===== config.mk =====
export PLATFORM = sky130hd
export DESIGN_NAME = haptic_brake_zero_cross_ctrl
export DESIGN_NICKNAME = d
export VERILOG_FILES = /design/src/haptic_brake_pkg.sv /design/src/zc_filter_counter.sv /design/src/auto_brake_monitor.sv /design/src/haptic_brake_zero_cross_ctrl.sv
export VERILOG_INCLUDE_DIRS = /design/src /design/src/src
export SDC_FILE = /design/constraint.sdc
export NUM_CORES = 1
export LEC_CHECK = 0
export ABC_AREA = 1
export BUFFER_PORTS_ARGS = -buffer_cell sky130_fd_sc_hd__buf_4
export CAP_MARGIN = 20
export CORE_MARGIN = 8
export CORE_UTILIZATION = 60
export CTS_BUF_LIST = sky130_fd_sc_hd__clkbuf_4
export CTS_CLUSTER_DIAMETER = 60
export CTS_CLUSTER_SIZE = 25
export DETAILED_ROUTE_END_ITERATION = 10
export PLACE_DENSITY = 0.84
export SLEW_MARGIN = 20
export SYNTH_ARGS = -nofsm -noshare
export SYNTH_HDL_FRONTEND = slang
export SYNTH_SLANG_ARGS = --single-unit

===== constraint.sdc =====
create_clock -name hclk -period 10.3 [get_ports hclk]
set_input_delay 2.575 -clock hclk [delete_from_list [all_inputs] [get_ports hclk]]
set_output_delay 2.575 -clock hclk [all_outputs]
set_load 0.02 [all_outputs]

===== src/haptic_brake_cfg.svh =====
// Constants of the haptic braking and zero-crossing control block.
`ifndef HAPTIC_BRAKE_CFG_SVH
`define HAPTIC_BRAKE_CFG_SVH

// ----------------------------------------------------------------------
// Register indexes (byte address is four times the index)
// ----------------------------------------------------------------------
`define IDX_BRK_HALF 8'h19
`define IDX_AMP_CFG 8'h1a
`define IDX_LOOP_CFG 8'h1b
`define IDX_ZC_CFG 8'h1c
`define IDX_MISC_CFG 8'h28
`define IDX_IRQ_STAT 8'h29
`define IDX_IRQ_CLR 8'h2a
`define IDX_IRQ_EN 8'h2b
`define IDX_FAULT 8'h2c

// ----------------------------------------------------------------------
// Field positions and write masks
// ----------------------------------------------------------------------
`define F_BRK_CYC 4:0
`define F_MEAS_WDW 7:4
`define F_AMP_TH 3:2
`define F_MEAS_END 1:0
`define F_BRK_GAIN 6:5
`define F_BRK_WDW 3:0
`define F_SLOW_EN 7
`define F_FLTR_EN 6
`define F_TMO 4:0
`define F_RESTORE_DIS 7
`define F_START_DLY 4:0
`define F_UNLOCK 0
`define M_BRK_HALF 8'h1f
`define M_LOOP_CFG 8'h6f
`define M_ZC_CFG 8'hdf
`define M_MISC_CFG 8'h9f
`define CFG_RESET 8'h00

// ----------------------------------------------------------------------
// Thresholds in microvolts and timing
// ----------------------------------------------------------------------
`define THR_UV_0 14'h09c4
`define THR_UV_1 14'h1388
`define THR_UV_2 14'h1d4c
`define THR_UV_3 14'h2710
`define CLK_PERIOD_NS 50
`define CLK_HZ 20000000
`define MEAS_UNIT_NS 5000
`define MEAS_UNIT_CYC (`MEAS_UNIT_NS / `CLK_PERIOD_NS)
`define TMO_UNIT_S 1
`define TMO_UNIT_CYC (`TMO_UNIT_S * `CLK_HZ)

`endif


===== src/haptic_brake_pkg.sv =====
// Types and shared functions of the haptic braking control block.
`include "haptic_brake_cfg.svh"
package haptic_brake_pkg;

  // --------------------------------------------------------------------
  // Carriers
  // --------------------------------------------------------------------
  // Drive sequencer events seen by this block.
  typedef struct packed {
    logic pattern_start;
    logic polarity_change;
    logic half_period_done;
    logic amp_rise;
    logic driving;
  } drive_evt_t;

  // Driver lock state.
  typedef enum logic {DRV_RUN, DRV_LOCKED} drv_state_t;

  // Whole state of the control module.
  typedef struct packed {
    logic [7:0] brk_cfg;
    logic [7:0] amp_cfg;
    logic [7:0] loop_cfg;
    logic [7:0] zc_cfg;
    logic [7:0] misc_cfg;
    logic [2:0] irq_en;
    logic [2:0] irq_st;
    drv_state_t drv;
    logic fault;
    logic [4:0] brk_cnt;
    logic [4:0] skip_cnt;
    logic [4:0] secs;
    logic [31:0] sec_cnt;
    logic auto_on;
    logic reload;
    logic wr_pend;
    logic [7:0] wr_idx;
    logic [31:0] rdata;
    logic signed [17:0] shift;
    logic [15:0] win_len;
  } ctrl_state_t;

  // State of the amplitude monitor.
  typedef struct packed {
    logic [6:0] tick;
    logic [3:0] units;
    logic [10:0] below;
    logic [2:0] passes;
    logic stop;
  } mon_state_t;

  // State of the zero-crossing capture counter.
  typedef struct packed {
    logic signed [17:0] cnt;
    logic seen;
    logic half;
    logic win_d;
    logic signed [17:0] phase;
    logic valid;
  } flt_state_t;

  // --------------------------------------------------------------------
  // Functions
  // --------------------------------------------------------------------
  // Gain of 1/2^sh applied to a signed phase delay.
  function automatic logic signed [17:0] asr(
    input logic signed [17:0] v,
    input logic [2:0] sh
  );
    return v >>> sh;
  endfunction

  // Amplitude threshold code to microvolts.
  function automatic logic [13:0] amp_thr_uv(input logic [1:0] c);
    logic [13:0] r;
    r = `THR_UV_0;
    unique case (c)
      2'h0: r = `THR_UV_0;
      2'h1: r = `THR_UV_1;
      2'h2: r = `THR_UV_2;
      2'h3: r = `THR_UV_3;
    endcase
    return r;
  endfunction

endpackage


===== src/zc_filter_counter.sv =====
// Zero-crossing capture counter with optional up/down filtering.
`timescale 1ns/1ps
`include "haptic_brake_cfg.svh"
module zc_filter_counter
  import haptic_brake_pkg::*;
(
  input wire logic hclk,
  input wire logic hresetn,
  input wire logic win_active,
  input wire logic comp,
  input wire logic filter_en,
  input wire logic slowdown,
  output logic signed [17:0] phase_err,
  output logic phase_valid
);

  flt_state_t s;
  flt_state_t next_s;
  logic smp;

  // ----------------------------------------------------------------------
  // Next state
  // ----------------------------------------------------------------------
  // The comparator reads one after the crossing. Counting up while it is
  // high and down while low leaves a positive code for an early crossing.
  always_comb
  begin
    next_s = s;
    next_s.valid = 1'b0;
    next_s.win_d = win_active;
    smp = filter_en ? comp : (s.seen | comp);
    if (win_active && !s.win_d)
    begin
      // Each window starts at mid-code.
      next_s.cnt = '0;
      next_s.seen = 1'b0;
      next_s.half = 1'b0;
    end
    else if (win_active)
    begin
      next_s.half = ~s.half;
      // Half speed samples every other cycle with a double step.
      if (!slowdown || s.half)
      begin
        // Unfiltered, the first transition is latched and held.
        next_s.seen = smp;
        if (smp)
          next_s.cnt = s.cnt + (slowdown ? 18'sh2 : 18'sh1);
        else
          next_s.cnt = s.cnt - (slowdown ? 18'sh2 : 18'sh1);
      end
    end
    if (!win_active && s.win_d)
    begin
      next_s.phase = s.cnt >>> 1;
      next_s.valid = 1'b1;
    end
  end

  // State register.
  always_ff @(posedge hclk or negedge hresetn)
  begin
    if (!hresetn)
      s <= '0;
    else
      s <= next_s;
  end

  assign phase_err = s.phase;
  assign phase_valid = s.valid;
endmodule


===== src/auto_brake_monitor.sv =====
// Back-EMF amplitude checker that ends automatic braking.
`timescale 1ns/1ps
`include "haptic_brake_cfg.svh"
module auto_brake_monitor
  import haptic_brake_pkg::*;
(
  input wire logic hclk,
  input wire logic hresetn,
  input wire logic run,
  input wire logic amp_below,
  input wire logic [3:0] wdw,
  input wire logic [1:0] end_code,
  output logic stop
);

  mon_state_t s;
  mon_state_t next_s;
  logic [3:0] len;
  logic [10:0] below_now;
  logic [11:0] total;
  logic pass;

  // ----------------------------------------------------------------------
  // Next state
  // ----------------------------------------------------------------------
  // A zero window code is run as one unit so the check never stalls.
  always_comb
  begin
    next_s = s;
    next_s.stop = 1'b0;
    len = (wdw == 4'h0) ? 4'h1 : wdw;
    total = 12'(len * `MEAS_UNIT_CYC);
    below_now = s.below + 11'(amp_below);
    pass = 1'b0;
    if (!run)
      next_s = '0;
    else
    begin
      next_s.below = below_now;
      if (s.tick == 7'(`MEAS_UNIT_CYC - 1))
      begin
        next_s.tick = 7'h00;
        next_s.units = s.units + 4'h1;
        if (next_s.units == len)
        begin
          // Quiet means below threshold for over half the window.
          pass = {below_now, 1'b0} > total;
          next_s.passes = pass ? s.passes + 3'h1 : 3'h0;
          if (pass && next_s.passes == ({1'b0, end_code} + 3'h1))
          begin
            next_s.stop = 1'b1;
            next_s.passes = 3'h0;
          end
          next_s.units = 4'h0;
          next_s.below = 11'h000;
        end
      end
      else
        next_s.tick = s.tick + 7'h01;
    end
  end

  // State register.
  always_ff @(posedge hclk or negedge hresetn)
  begin
    if (!hresetn)
      s <= '0;
    else
      s <= next_s;
  end

  assign stop = s.stop;
endmodule


===== src/haptic_brake_zero_cross_ctrl.sv =====
// Braking, zero-crossing capture and timeout control with AHB registers.
//
// Implementation choice: register access over AHB-Lite.
`timescale 1ns/1ps
`include "haptic_brake_cfg.svh"
module haptic_brake_zero_cross_ctrl
  import haptic_brake_pkg::*;
#(
  parameter int unsigned SECOND_CYCLES = `TMO_UNIT_CYC
)
(
  input wire logic hclk,
  input wire logic hresetn,
  input wire logic hsel,
  input wire logic [31:0] haddr,
  input wire logic [1:0] htrans,
  input wire logic hwrite,
  input wire logic [2:0] hsize,
  input wire logic [31:0] hwdata,
  input wire logic hready,
  output logic hreadyout,
  output logic [31:0] hrdata,
  output logic hresp,
  input wire drive_evt_t ev,
  input wire logic auto_brake_start,
  input wire logic zc_comp,
  input wire logic win_active,
  input wire logic amp_below,
  input wire logic [15:0] imposed_period,
  input wire logic [15:0] other_win_len,
  input wire logic [2:0] other_gain,
  output logic driver_enable,
  output logic driver_fault_flag,
  output logic irq,
  output logic brake_active,
  output logic mask_measure_ctrl,
  output logic measure_enable,
  output logic auto_brake_active,
  output logic freq_guess_reload,
  output logic comparator_slowdown_en,
  output logic [13:0] amp_threshold_uv,
  output logic [15:0] window_len,
  output logic signed [17:0] loop_shift,
  output logic signed [17:0] phase_err,
  output logic phase_valid
);

  // ----------------------------------------------------------------------
  // Declarations
  // ----------------------------------------------------------------------
  ctrl_state_t s; // Registered state.
  ctrl_state_t next_s; // Its next value.
  logic addr_ok; // Valid address phase this cycle.
  logic unlock_wr; // Software writes the unlock bit.
  logic [2:0] clr; // Interrupt bits being cleared.
  logic lock; // Timeout reached this cycle.
  logic brk_done; // Last braking half period ended.
  logic mon_stop; // Amplitude checks ended auto braking.
  logic [31:0] rd; // Read mux result.
  logic [19:0] bw; // Braking window product.
  logic [4:0] tmo; // Timeout field.
  logic [1:0] brk_gain; // Braking gain code.
  logic pol_chg; // Polarity change event.
  logic half_done; // Half period completed.

  assign tmo = s.zc_cfg[`F_TMO];
  assign brk_gain = s.loop_cfg[`F_BRK_GAIN];
  assign pol_chg = ev.polarity_change;
  assign half_done = ev.half_period_done;

  // ----------------------------------------------------------------------
  // Helpers
  // ----------------------------------------------------------------------
  // Zero-crossing capture for whichever window is open.
  zc_filter_counter u_filter (
    .hclk(hclk),
    .hresetn(hresetn),
    .win_active(win_active),
    .comp(zc_comp),
    .filter_en(s.zc_cfg[`F_FLTR_EN]),
    .slowdown(s.zc_cfg[`F_SLOW_EN]),
    .phase_err(phase_err),
    .phase_valid(phase_valid)
  );

  // Back-EMF amplitude checks while automatic braking runs.
  auto_brake_monitor u_monitor (
    .hclk(hclk),
    .hresetn(hresetn),
    .run(s.auto_on),
    .amp_below(amp_below),
    .wdw(s.amp_cfg[`F_MEAS_WDW]),
    .end_code(s.amp_cfg[`F_MEAS_END]),
    .stop(mon_stop)
  );

  // ----------------------------------------------------------------------
  // Read mux
  // ----------------------------------------------------------------------
  // Unmapped indexes and the clear register read zero.
  always_comb
  begin
    rd = 32'h0000_0000;
    case (haddr[9:2])
      `IDX_BRK_HALF: rd = {24'h000000, s.brk_cfg};
      `IDX_AMP_CFG: rd = {24'h000000, s.amp_cfg};
      `IDX_LOOP_CFG: rd = {24'h000000, s.loop_cfg};
      `IDX_ZC_CFG: rd = {24'h000000, s.zc_cfg};
      `IDX_MISC_CFG: rd = {24'h000000, s.misc_cfg};
      `IDX_IRQ_STAT: rd = {29'h00000000, s.irq_st};
      `IDX_IRQ_EN: rd = {29'h00000000, s.irq_en};
      `IDX_FAULT: rd = {29'h00000000, s.auto_on, brake_active, s.fault};
      default: rd = 32'h0000_0000;
    endcase
  end

  // ----------------------------------------------------------------------
  // Next state
  // ----------------------------------------------------------------------
  always_comb
  begin
    next_s = s;
    next_s.reload = 1'b0;
    unlock_wr = 1'b0;
    clr = 3'h0;
    lock = 1'b0;
    brk_done = 1'b0;

    // Data phase of a write: store the word, reserved bits kept at zero.
    if (s.wr_pend)
    begin
      case (s.wr_idx)
        `IDX_BRK_HALF: next_s.brk_cfg = hwdata[7:0] & `M_BRK_HALF;
        `IDX_AMP_CFG: next_s.amp_cfg = hwdata[7:0];
        `IDX_LOOP_CFG: next_s.loop_cfg = hwdata[7:0] & `M_LOOP_CFG;
        `IDX_ZC_CFG: next_s.zc_cfg = hwdata[7:0] & `M_ZC_CFG;
        `IDX_MISC_CFG: next_s.misc_cfg = hwdata[7:0] & `M_MISC_CFG;
        `IDX_IRQ_CLR: clr = hwdata[2:0];
        `IDX_IRQ_EN: next_s.irq_en = hwdata[2:0];
        `IDX_FAULT: unlock_wr = hwdata[`F_UNLOCK];
        default: clr = 3'h0;
      endcase
    end

    // Address phase: zero wait states, read data registered now.
    addr_ok = hsel && hready && htrans[1];
    next_s.wr_pend = addr_ok && hwrite;
    next_s.wr_idx = haddr[9:2];
    if (addr_ok && !hwrite)
      next_s.rdata = rd;

    // Braking half periods restart on every polarity change.
    if (pol_chg)
      next_s.brk_cnt = s.brk_cfg[`F_BRK_CYC];
    else if (half_done && s.brk_cnt != 5'h00)
    begin
      next_s.brk_cnt = s.brk_cnt - 5'h01;
      if (s.brk_cnt == 5'h01)
      begin
        brk_done = 1'b1;
        next_s.reload = !s.misc_cfg[`F_RESTORE_DIS];
      end
    end

    // Half periods skipped before back-EMF measurement restarts.
    if (ev.pattern_start || pol_chg || ev.amp_rise)
      next_s.skip_cnt = s.misc_cfg[`F_START_DLY];
    else if (half_done && s.skip_cnt != 5'h00)
      next_s.skip_cnt = s.skip_cnt - 5'h01;

    // Next half-period shift from the latest phase delay.
    if (phase_valid)
    begin
      if (brake_active)
        next_s.shift = asr(phase_err, {1'b0, brk_gain});
      else
        next_s.shift = asr(phase_err, other_gain);
    end

    // Window length; braking counts in 1/32 of the imposed period.
    bw = 20'(s.loop_cfg[`F_BRK_WDW]) * 20'(imposed_period);
    next_s.win_len = brake_active ? {1'b0, bw[19:5]} : other_win_len;

    // Vibration timeout in whole seconds while the driver vibrates.
    if (ev.pattern_start || !ev.driving)
    begin
      next_s.sec_cnt = 32'h0000_0000;
      next_s.secs = 5'h00;
    end
    else if (s.drv == DRV_RUN && tmo != 5'h00)
    begin
      if (s.sec_cnt == SECOND_CYCLES - 1)
      begin
        next_s.sec_cnt = 32'h0000_0000;
        next_s.secs = s.secs + 5'h01;
        lock = (s.secs + 5'h01) == tmo;
      end
      else
        next_s.sec_cnt = s.sec_cnt + 32'h0000_0001;
    end

    // Unlock releases the driver; a lock in the same cycle wins.
    if (unlock_wr)
    begin
      next_s.drv = DRV_RUN;
      next_s.fault = 1'b0;
    end

    // Automatic braking runs until the amplitude checks or a timeout lock end it.
    if (auto_brake_start && s.drv == DRV_RUN)
      next_s.auto_on = 1'b1;
    if (mon_stop)
      next_s.auto_on = 1'b0;

    if (lock)
    begin
      next_s.drv = DRV_LOCKED;
      next_s.fault = 1'b1;
      next_s.auto_on = 1'b0;
      next_s.sec_cnt = 32'h0000_0000;
      next_s.secs = 5'h00;
    end

    // Sticky events; a new event beats a clear in the same cycle.
    next_s.irq_st = (s.irq_st & ~clr) | {mon_stop, brk_done, lock};
  end

  // ----------------------------------------------------------------------
  // State register
  // ----------------------------------------------------------------------
  always_ff @(posedge hclk or negedge hresetn)
  begin
    if (!hresetn)
    begin
      s <= '0;
      s.drv <= DRV_RUN;
      s.brk_cfg <= `CFG_RESET;
      s.amp_cfg <= `CFG_RESET;
      s.loop_cfg <= `CFG_RESET;
      s.zc_cfg <= `CFG_RESET;
      s.misc_cfg <= `CFG_RESET;
    end
    else
      s <= next_s;
  end

  // ----------------------------------------------------------------------
  // Outputs
  // ----------------------------------------------------------------------
  assign hreadyout = 1'b1;
  assign hresp = 1'b0;
  assign hrdata = s.rdata;
  assign driver_enable = (s.drv == DRV_RUN);
  assign driver_fault_flag = s.fault;
  assign irq = |(s.irq_st & s.irq_en);
  assign brake_active = (s.brk_cnt != 5'h00);
  // While braking, delay, skip and narrow lock are masked.
  assign mask_measure_ctrl = brake_active;
  assign measure_enable = brake_active || (s.skip_cnt == 5'h00);
  assign auto_brake_active = s.auto_on;
  assign freq_guess_reload = s.reload;
  assign comparator_slowdown_en = s.zc_cfg[`F_SLOW_EN];
  assign amp_threshold_uv = amp_thr_uv(s.amp_cfg[`F_AMP_TH]);
  assign window_len = s.win_len;
  assign loop_shift = s.shift;
endmodule


==> metrics.md <==
| Metric | Value |
|---|---|
| Row count | `56` |
| Via count | `12310` |
| Req. time, crit path | `10.89 ns` |
| Chip Height | `170.0 um` |
| Placement Cell Area | `0.01501 sq mm` |
| Crit end category | `flop` |
| Post-route cell area | `0.01532 sq mm` |
| Fmax | `202.8 MHz` |
| Setup ws final | `5.368 ns` |
| CTS tree | `done` |
| CTS Buf Count | `19` |
| RSZ-0062 raised after global routing | `no` |
| Core ar. | `0.02340 sq mm` |
| DRC Markers | `0` |
| Critical-path cell with the highest stage delay | `fa_1` |
| #FFs+latches synth | `203` |
| Tot GR Track Use | `23.67%` |
| CP max stage delay | `0.58 ns` |
| H-tree levels | `1` |
| Most used cell, CP | `nand2_1` |
| Nets | `2163` |
| Chip Width | `170.0 um` |
| Overall routed net length | `34510 um` |
| Switch Pwr | `1.012 mW` |
| Worst slack, placed | `4.714 ns` |
| Setup-failing EPs final | `0` |
| Syn. warnings | `0` |
| Unique masters post-synth | `61` |
| Sw Share | `41.69%` |
| Number of I/O pins | `228` |
| Most used routing layer | `met2` |
| Multi-input logic area | `0.007417 sq mm` |
| Critical path, cell by cell | `buf_4, nand2_1, fa_1, inv_1, fa_1, ha_1, a21oi_1, o21ai_0, nand2_1, nand2_1, a21oi_1, o21ai_0, or2_2, nand3_1, nand2_1` |
| Sequential Power Share | `42.0%` |
| Max clock buf depth | `3` |
| Grt total ovfl | `0` |
| Register area share after synthesis | `35.69%` |
| Period utilization | `47.88%` |
| Largest net degree at the start of global routing | `76` |
| Avg Cell Area, Syn | `7.591 sq um` |
| Number of global-route vias before repair | `11930` |
| Hold Violations, Final | `0` |
| Post-CTS Setup Inserts | `0` |
| Via density | `5.411` |
| Asr flop ratio synth | `100.0%` |
| Register area | `0.005080 sq mm` |
| First-pass GRT wire length | `57140 um` |
| Fillers | `2064` |
| Clock Power Share | `18.5%` |
| GR Util met1 | `31.27%` |
| Area Overhead vs Synth | `7.630%` |
| First DRT Iteration DRCs | `917` |
| Pre-antenna DRT Iters | `5` |
| Hold crit path type | `flop to flop` |
| Post-CTS sizing | `0` |
| Power consumption | `2.426 mW` |
| Final HPWL DP | `26790 um` |
| Min Hold Slack | `0.4796 ns` |
| Final Non-Filler Cells | `2274` |
| Root buffer cell | `clkbuf_4` |
| Count of hold-fix buffers inserted at cts | `0` |
| Worst endpoint data arrival time | `5.52 ns` |
| PortBufs | `145` |
| Pwr Density | `158.4 mW/mm^2` |
| Combinational Power Share | `39.6%` |
| Most used flip-flop cell after synthesis | `dfrtp_1` |
| Area of the die | `0.02891 sq mm` |
| Internal | `1.415 mW` |
| Worst slew pin tran | `0.9395 ns` |
| Relative slew slack | `37.37%` |
| Clock Latency Late Sink | `0.72 ns` |
| Post-route setup TNS | `0 ns` |
| Clock sinks | `203` |
| Max-Cap Viols | `0` |
| Syn Inst Count | `1875` |
| Crit path max fanout | `4` |
| Initial core utilization | `60.82%` |
| Layout cell share with drive strength beyond 1 | `12.38%` |
| Worst setup path category | `input port to flop` |
| Met3 Use GR | `4.611%` |
| Leakage | `8.006 nW` |
| CTS clk-pin slew, worst paths | `0.22 ns` |
| Status | `finished, final reports clean` |
| Grt met2 use | `39.41%` |
| DRT antenna net count | `0` |
| Cells after DPL | `2240` |
| Peak VDD IR | `0.1552 mV` |
| Final Slew Violations | `0` |
| Worst setup SP type | `input port` |
| Mapped cell area | `0.01423 sq mm` |
| Fin crit period | `4.932 ns` |
| Final Skew | `0.06330 ns` |
| Initial antenna violation count | `2` |
| EDFF count, synth | `0` |
| DR WL/cell | `15.18 um` |
| Core Util, Final | `65.46%` |
| Routability cong. | `0.9256` |
-- state kept, by name, indices dropped and copies added, names as in the netlist --
| name | count |
|---|---|
| u_monitor.stop | 1 |
| hrdata | 8 |
| u_filter.phase_valid | 1 |
| freq_guess_reload | 1 |
| u_monitor.s | 25 |
| brk_gain | 2 |
| s | 92 |
| loop_shift | 17 |
| u_filter.s | 21 |
| u_filter.phase_err | 17 |
| comparator_slowdown_en | 1 |
| window_len | 16 |
| auto_brake_active | 1 |
-- power groups by stage --
stage | Clock (mW) | Sequential (mW) | Combinational, mW
3_5_place_dp | 0 | 1.03 | 0.954
5_1_grt | 0.490 | 1.03 | 1.08
4_1_cts | 0.461 | 1.02 | 0.957
2_1_floorplan | 0 | 1.00 | 0.774
6_report | 0.448 | 1.02 | 0.961
3_3_place_gp | 0 | 1.03 | 0.926
-- routing by layer --
layer  vias up  share of wire [%]
met2       381                 47
met5         -              0.038
met3        62                7.3
met4         2                2.3
li1       6069                  -
met1      5791                 43
-- path summary, 6_finish.rpt --
check	from	endpoint	slack, ns	cells past startpoint
max in group asynchronous	hresetn	s[160]	7.08	2
min in group asynchronous	hresetn	s[116]	1.82	1
worst min register to register	u_monitor.stop	s[128]	0.48	2
worst max-delay path	imposed_period[3]	window_len[10]	5.37	15
worst min-delay path	u_monitor.stop	s[128]	0.48	2
worst max register to register	s[151]	window_len[10]	6.40	14
-- placed cells by master, fill, tap and decap left out, types with 3 or more instances in the layout --
cell type	synthesis	final
or2_1	3	3
o21bai_1	3	3
clkbuf_4	0	19
nand3_4	3	3
o22ai_1	10	10
clkinv_2	1	3
nor2_4	3	3
xnor2_1	14	14
nor2_2	3	4
o21ai_0	133	133
nand2_1	476	476
nor4_1	10	10
dfrtp_1	203	203
o221ai_1	8	8
o31ai_1	7	7
o211ai_1	15	15
nor2_1	127	126
inv_1	243	243
inv_2	6	7
o2111ai_1	3	3
ha_1	74	74
a31oi_1	4	4
o21ai_1	19	19
nand3_1	100	100
nor3_1	34	34
nand4_1	37	37
nand2_2	10	10
a21o_1	5	5
clkinv_8	0	4
or2_2	15	15
xor2_1	44	44
clkinv_4	1	3
conb_1	2	30
buf_4	96	152
fa_1	29	29
a21oi_1	63	63
-- cells by family (layout without fill, tap and decap cells) --
kind of cell | after synthesis | in the layout | share of synthesized area, %
and+or+nand+nor | 835 | 835 | 25.61
buffers and inverters | 388 | 439 | 12.95
other | 2 | 31 | 0.05277
adders and majority gates | 103 | 103 | 10.58
muxes | 1 | 1 | 0.07033
DFF | 203 | 203 | 35.69
xor gates and xnor gates | 59 | 59 | 3.684
AOI/OAI and AO/OA | 284 | 284 | 11.36
-- cells in the mapped netlist, types with 3 or more instances --
| cell type | n | area (sq um) |
|---|---|---|
| nand4_1 | 37 | 231.5 |
| nand3_1 | 100 | 500.5 |
| inv_2 | 6 | 22.52 |
| clkbuf_1 | 28 | 105.1 |
| nor2_2 | 3 | 18.77 |
| o221ai_1 | 8 | 70.07 |
| xnor2_1 | 14 | 122.6 |
| nand2_2 | 10 | 62.56 |
| buf_4 | 96 | 720.7 |
| o211ai_1 | 15 | 112.6 |
| o22ai_1 | 10 | 62.56 |
| nor4_1 | 10 | 62.56 |
| inv_1 | 243 | 912.1 |
| or2_2 | 15 | 93.84 |
| fa_1 | 29 | 580.6 |
| a31oi_1 | 4 | 25.02 |
| nor3_1 | 34 | 170.2 |
| o2111ai_1 | 3 | 26.28 |
| ha_1 | 74 | 925.9 |
| a21o_1 | 5 | 37.54 |
| o21ai_0 | 133 | 665.6 |
| o21ai_1 | 19 | 95.09 |
| nor2_4 | 3 | 33.78 |
| buf_2 | 8 | 40.04 |
| or2_1 | 3 | 18.77 |
| a21oi_1 | 63 | 315.3 |
| dfrtp_1 | 203 | 5080 |
| o21bai_1 | 3 | 22.52 |
| nand3_4 | 3 | 52.55 |
| nand2_1 | 476 | 1787 |
| nor2_1 | 127 | 476.7 |
| xor2_1 | 44 | 385.4 |
| o31ai_1 | 7 | 52.55 |
-- area by class of cell --
class / count / area share [%]
multi-input cells: 1312 / 48.42
flip-flops and latches: 203 / 33.16
repair buffers: 153 / 7.539
clock buffers: 19 / 0.9311
inverters: 253 / 6.257
clock inverters: 14 / 1.070
diodes: 1 / 0.01634
well taps: 319 / 2.606
-- critical path: cells and delay by family --
| kind | cells | cell delay (ns) |
|---|---|---|
| compound gates | 4 | 0.73 |
| fa+ha+maj | 3 | 1.43 |
| buf+inv | 2 | 0.16 |
| simple gates | 6 | 0.63 |
Power figures use the tool's default switching activity.
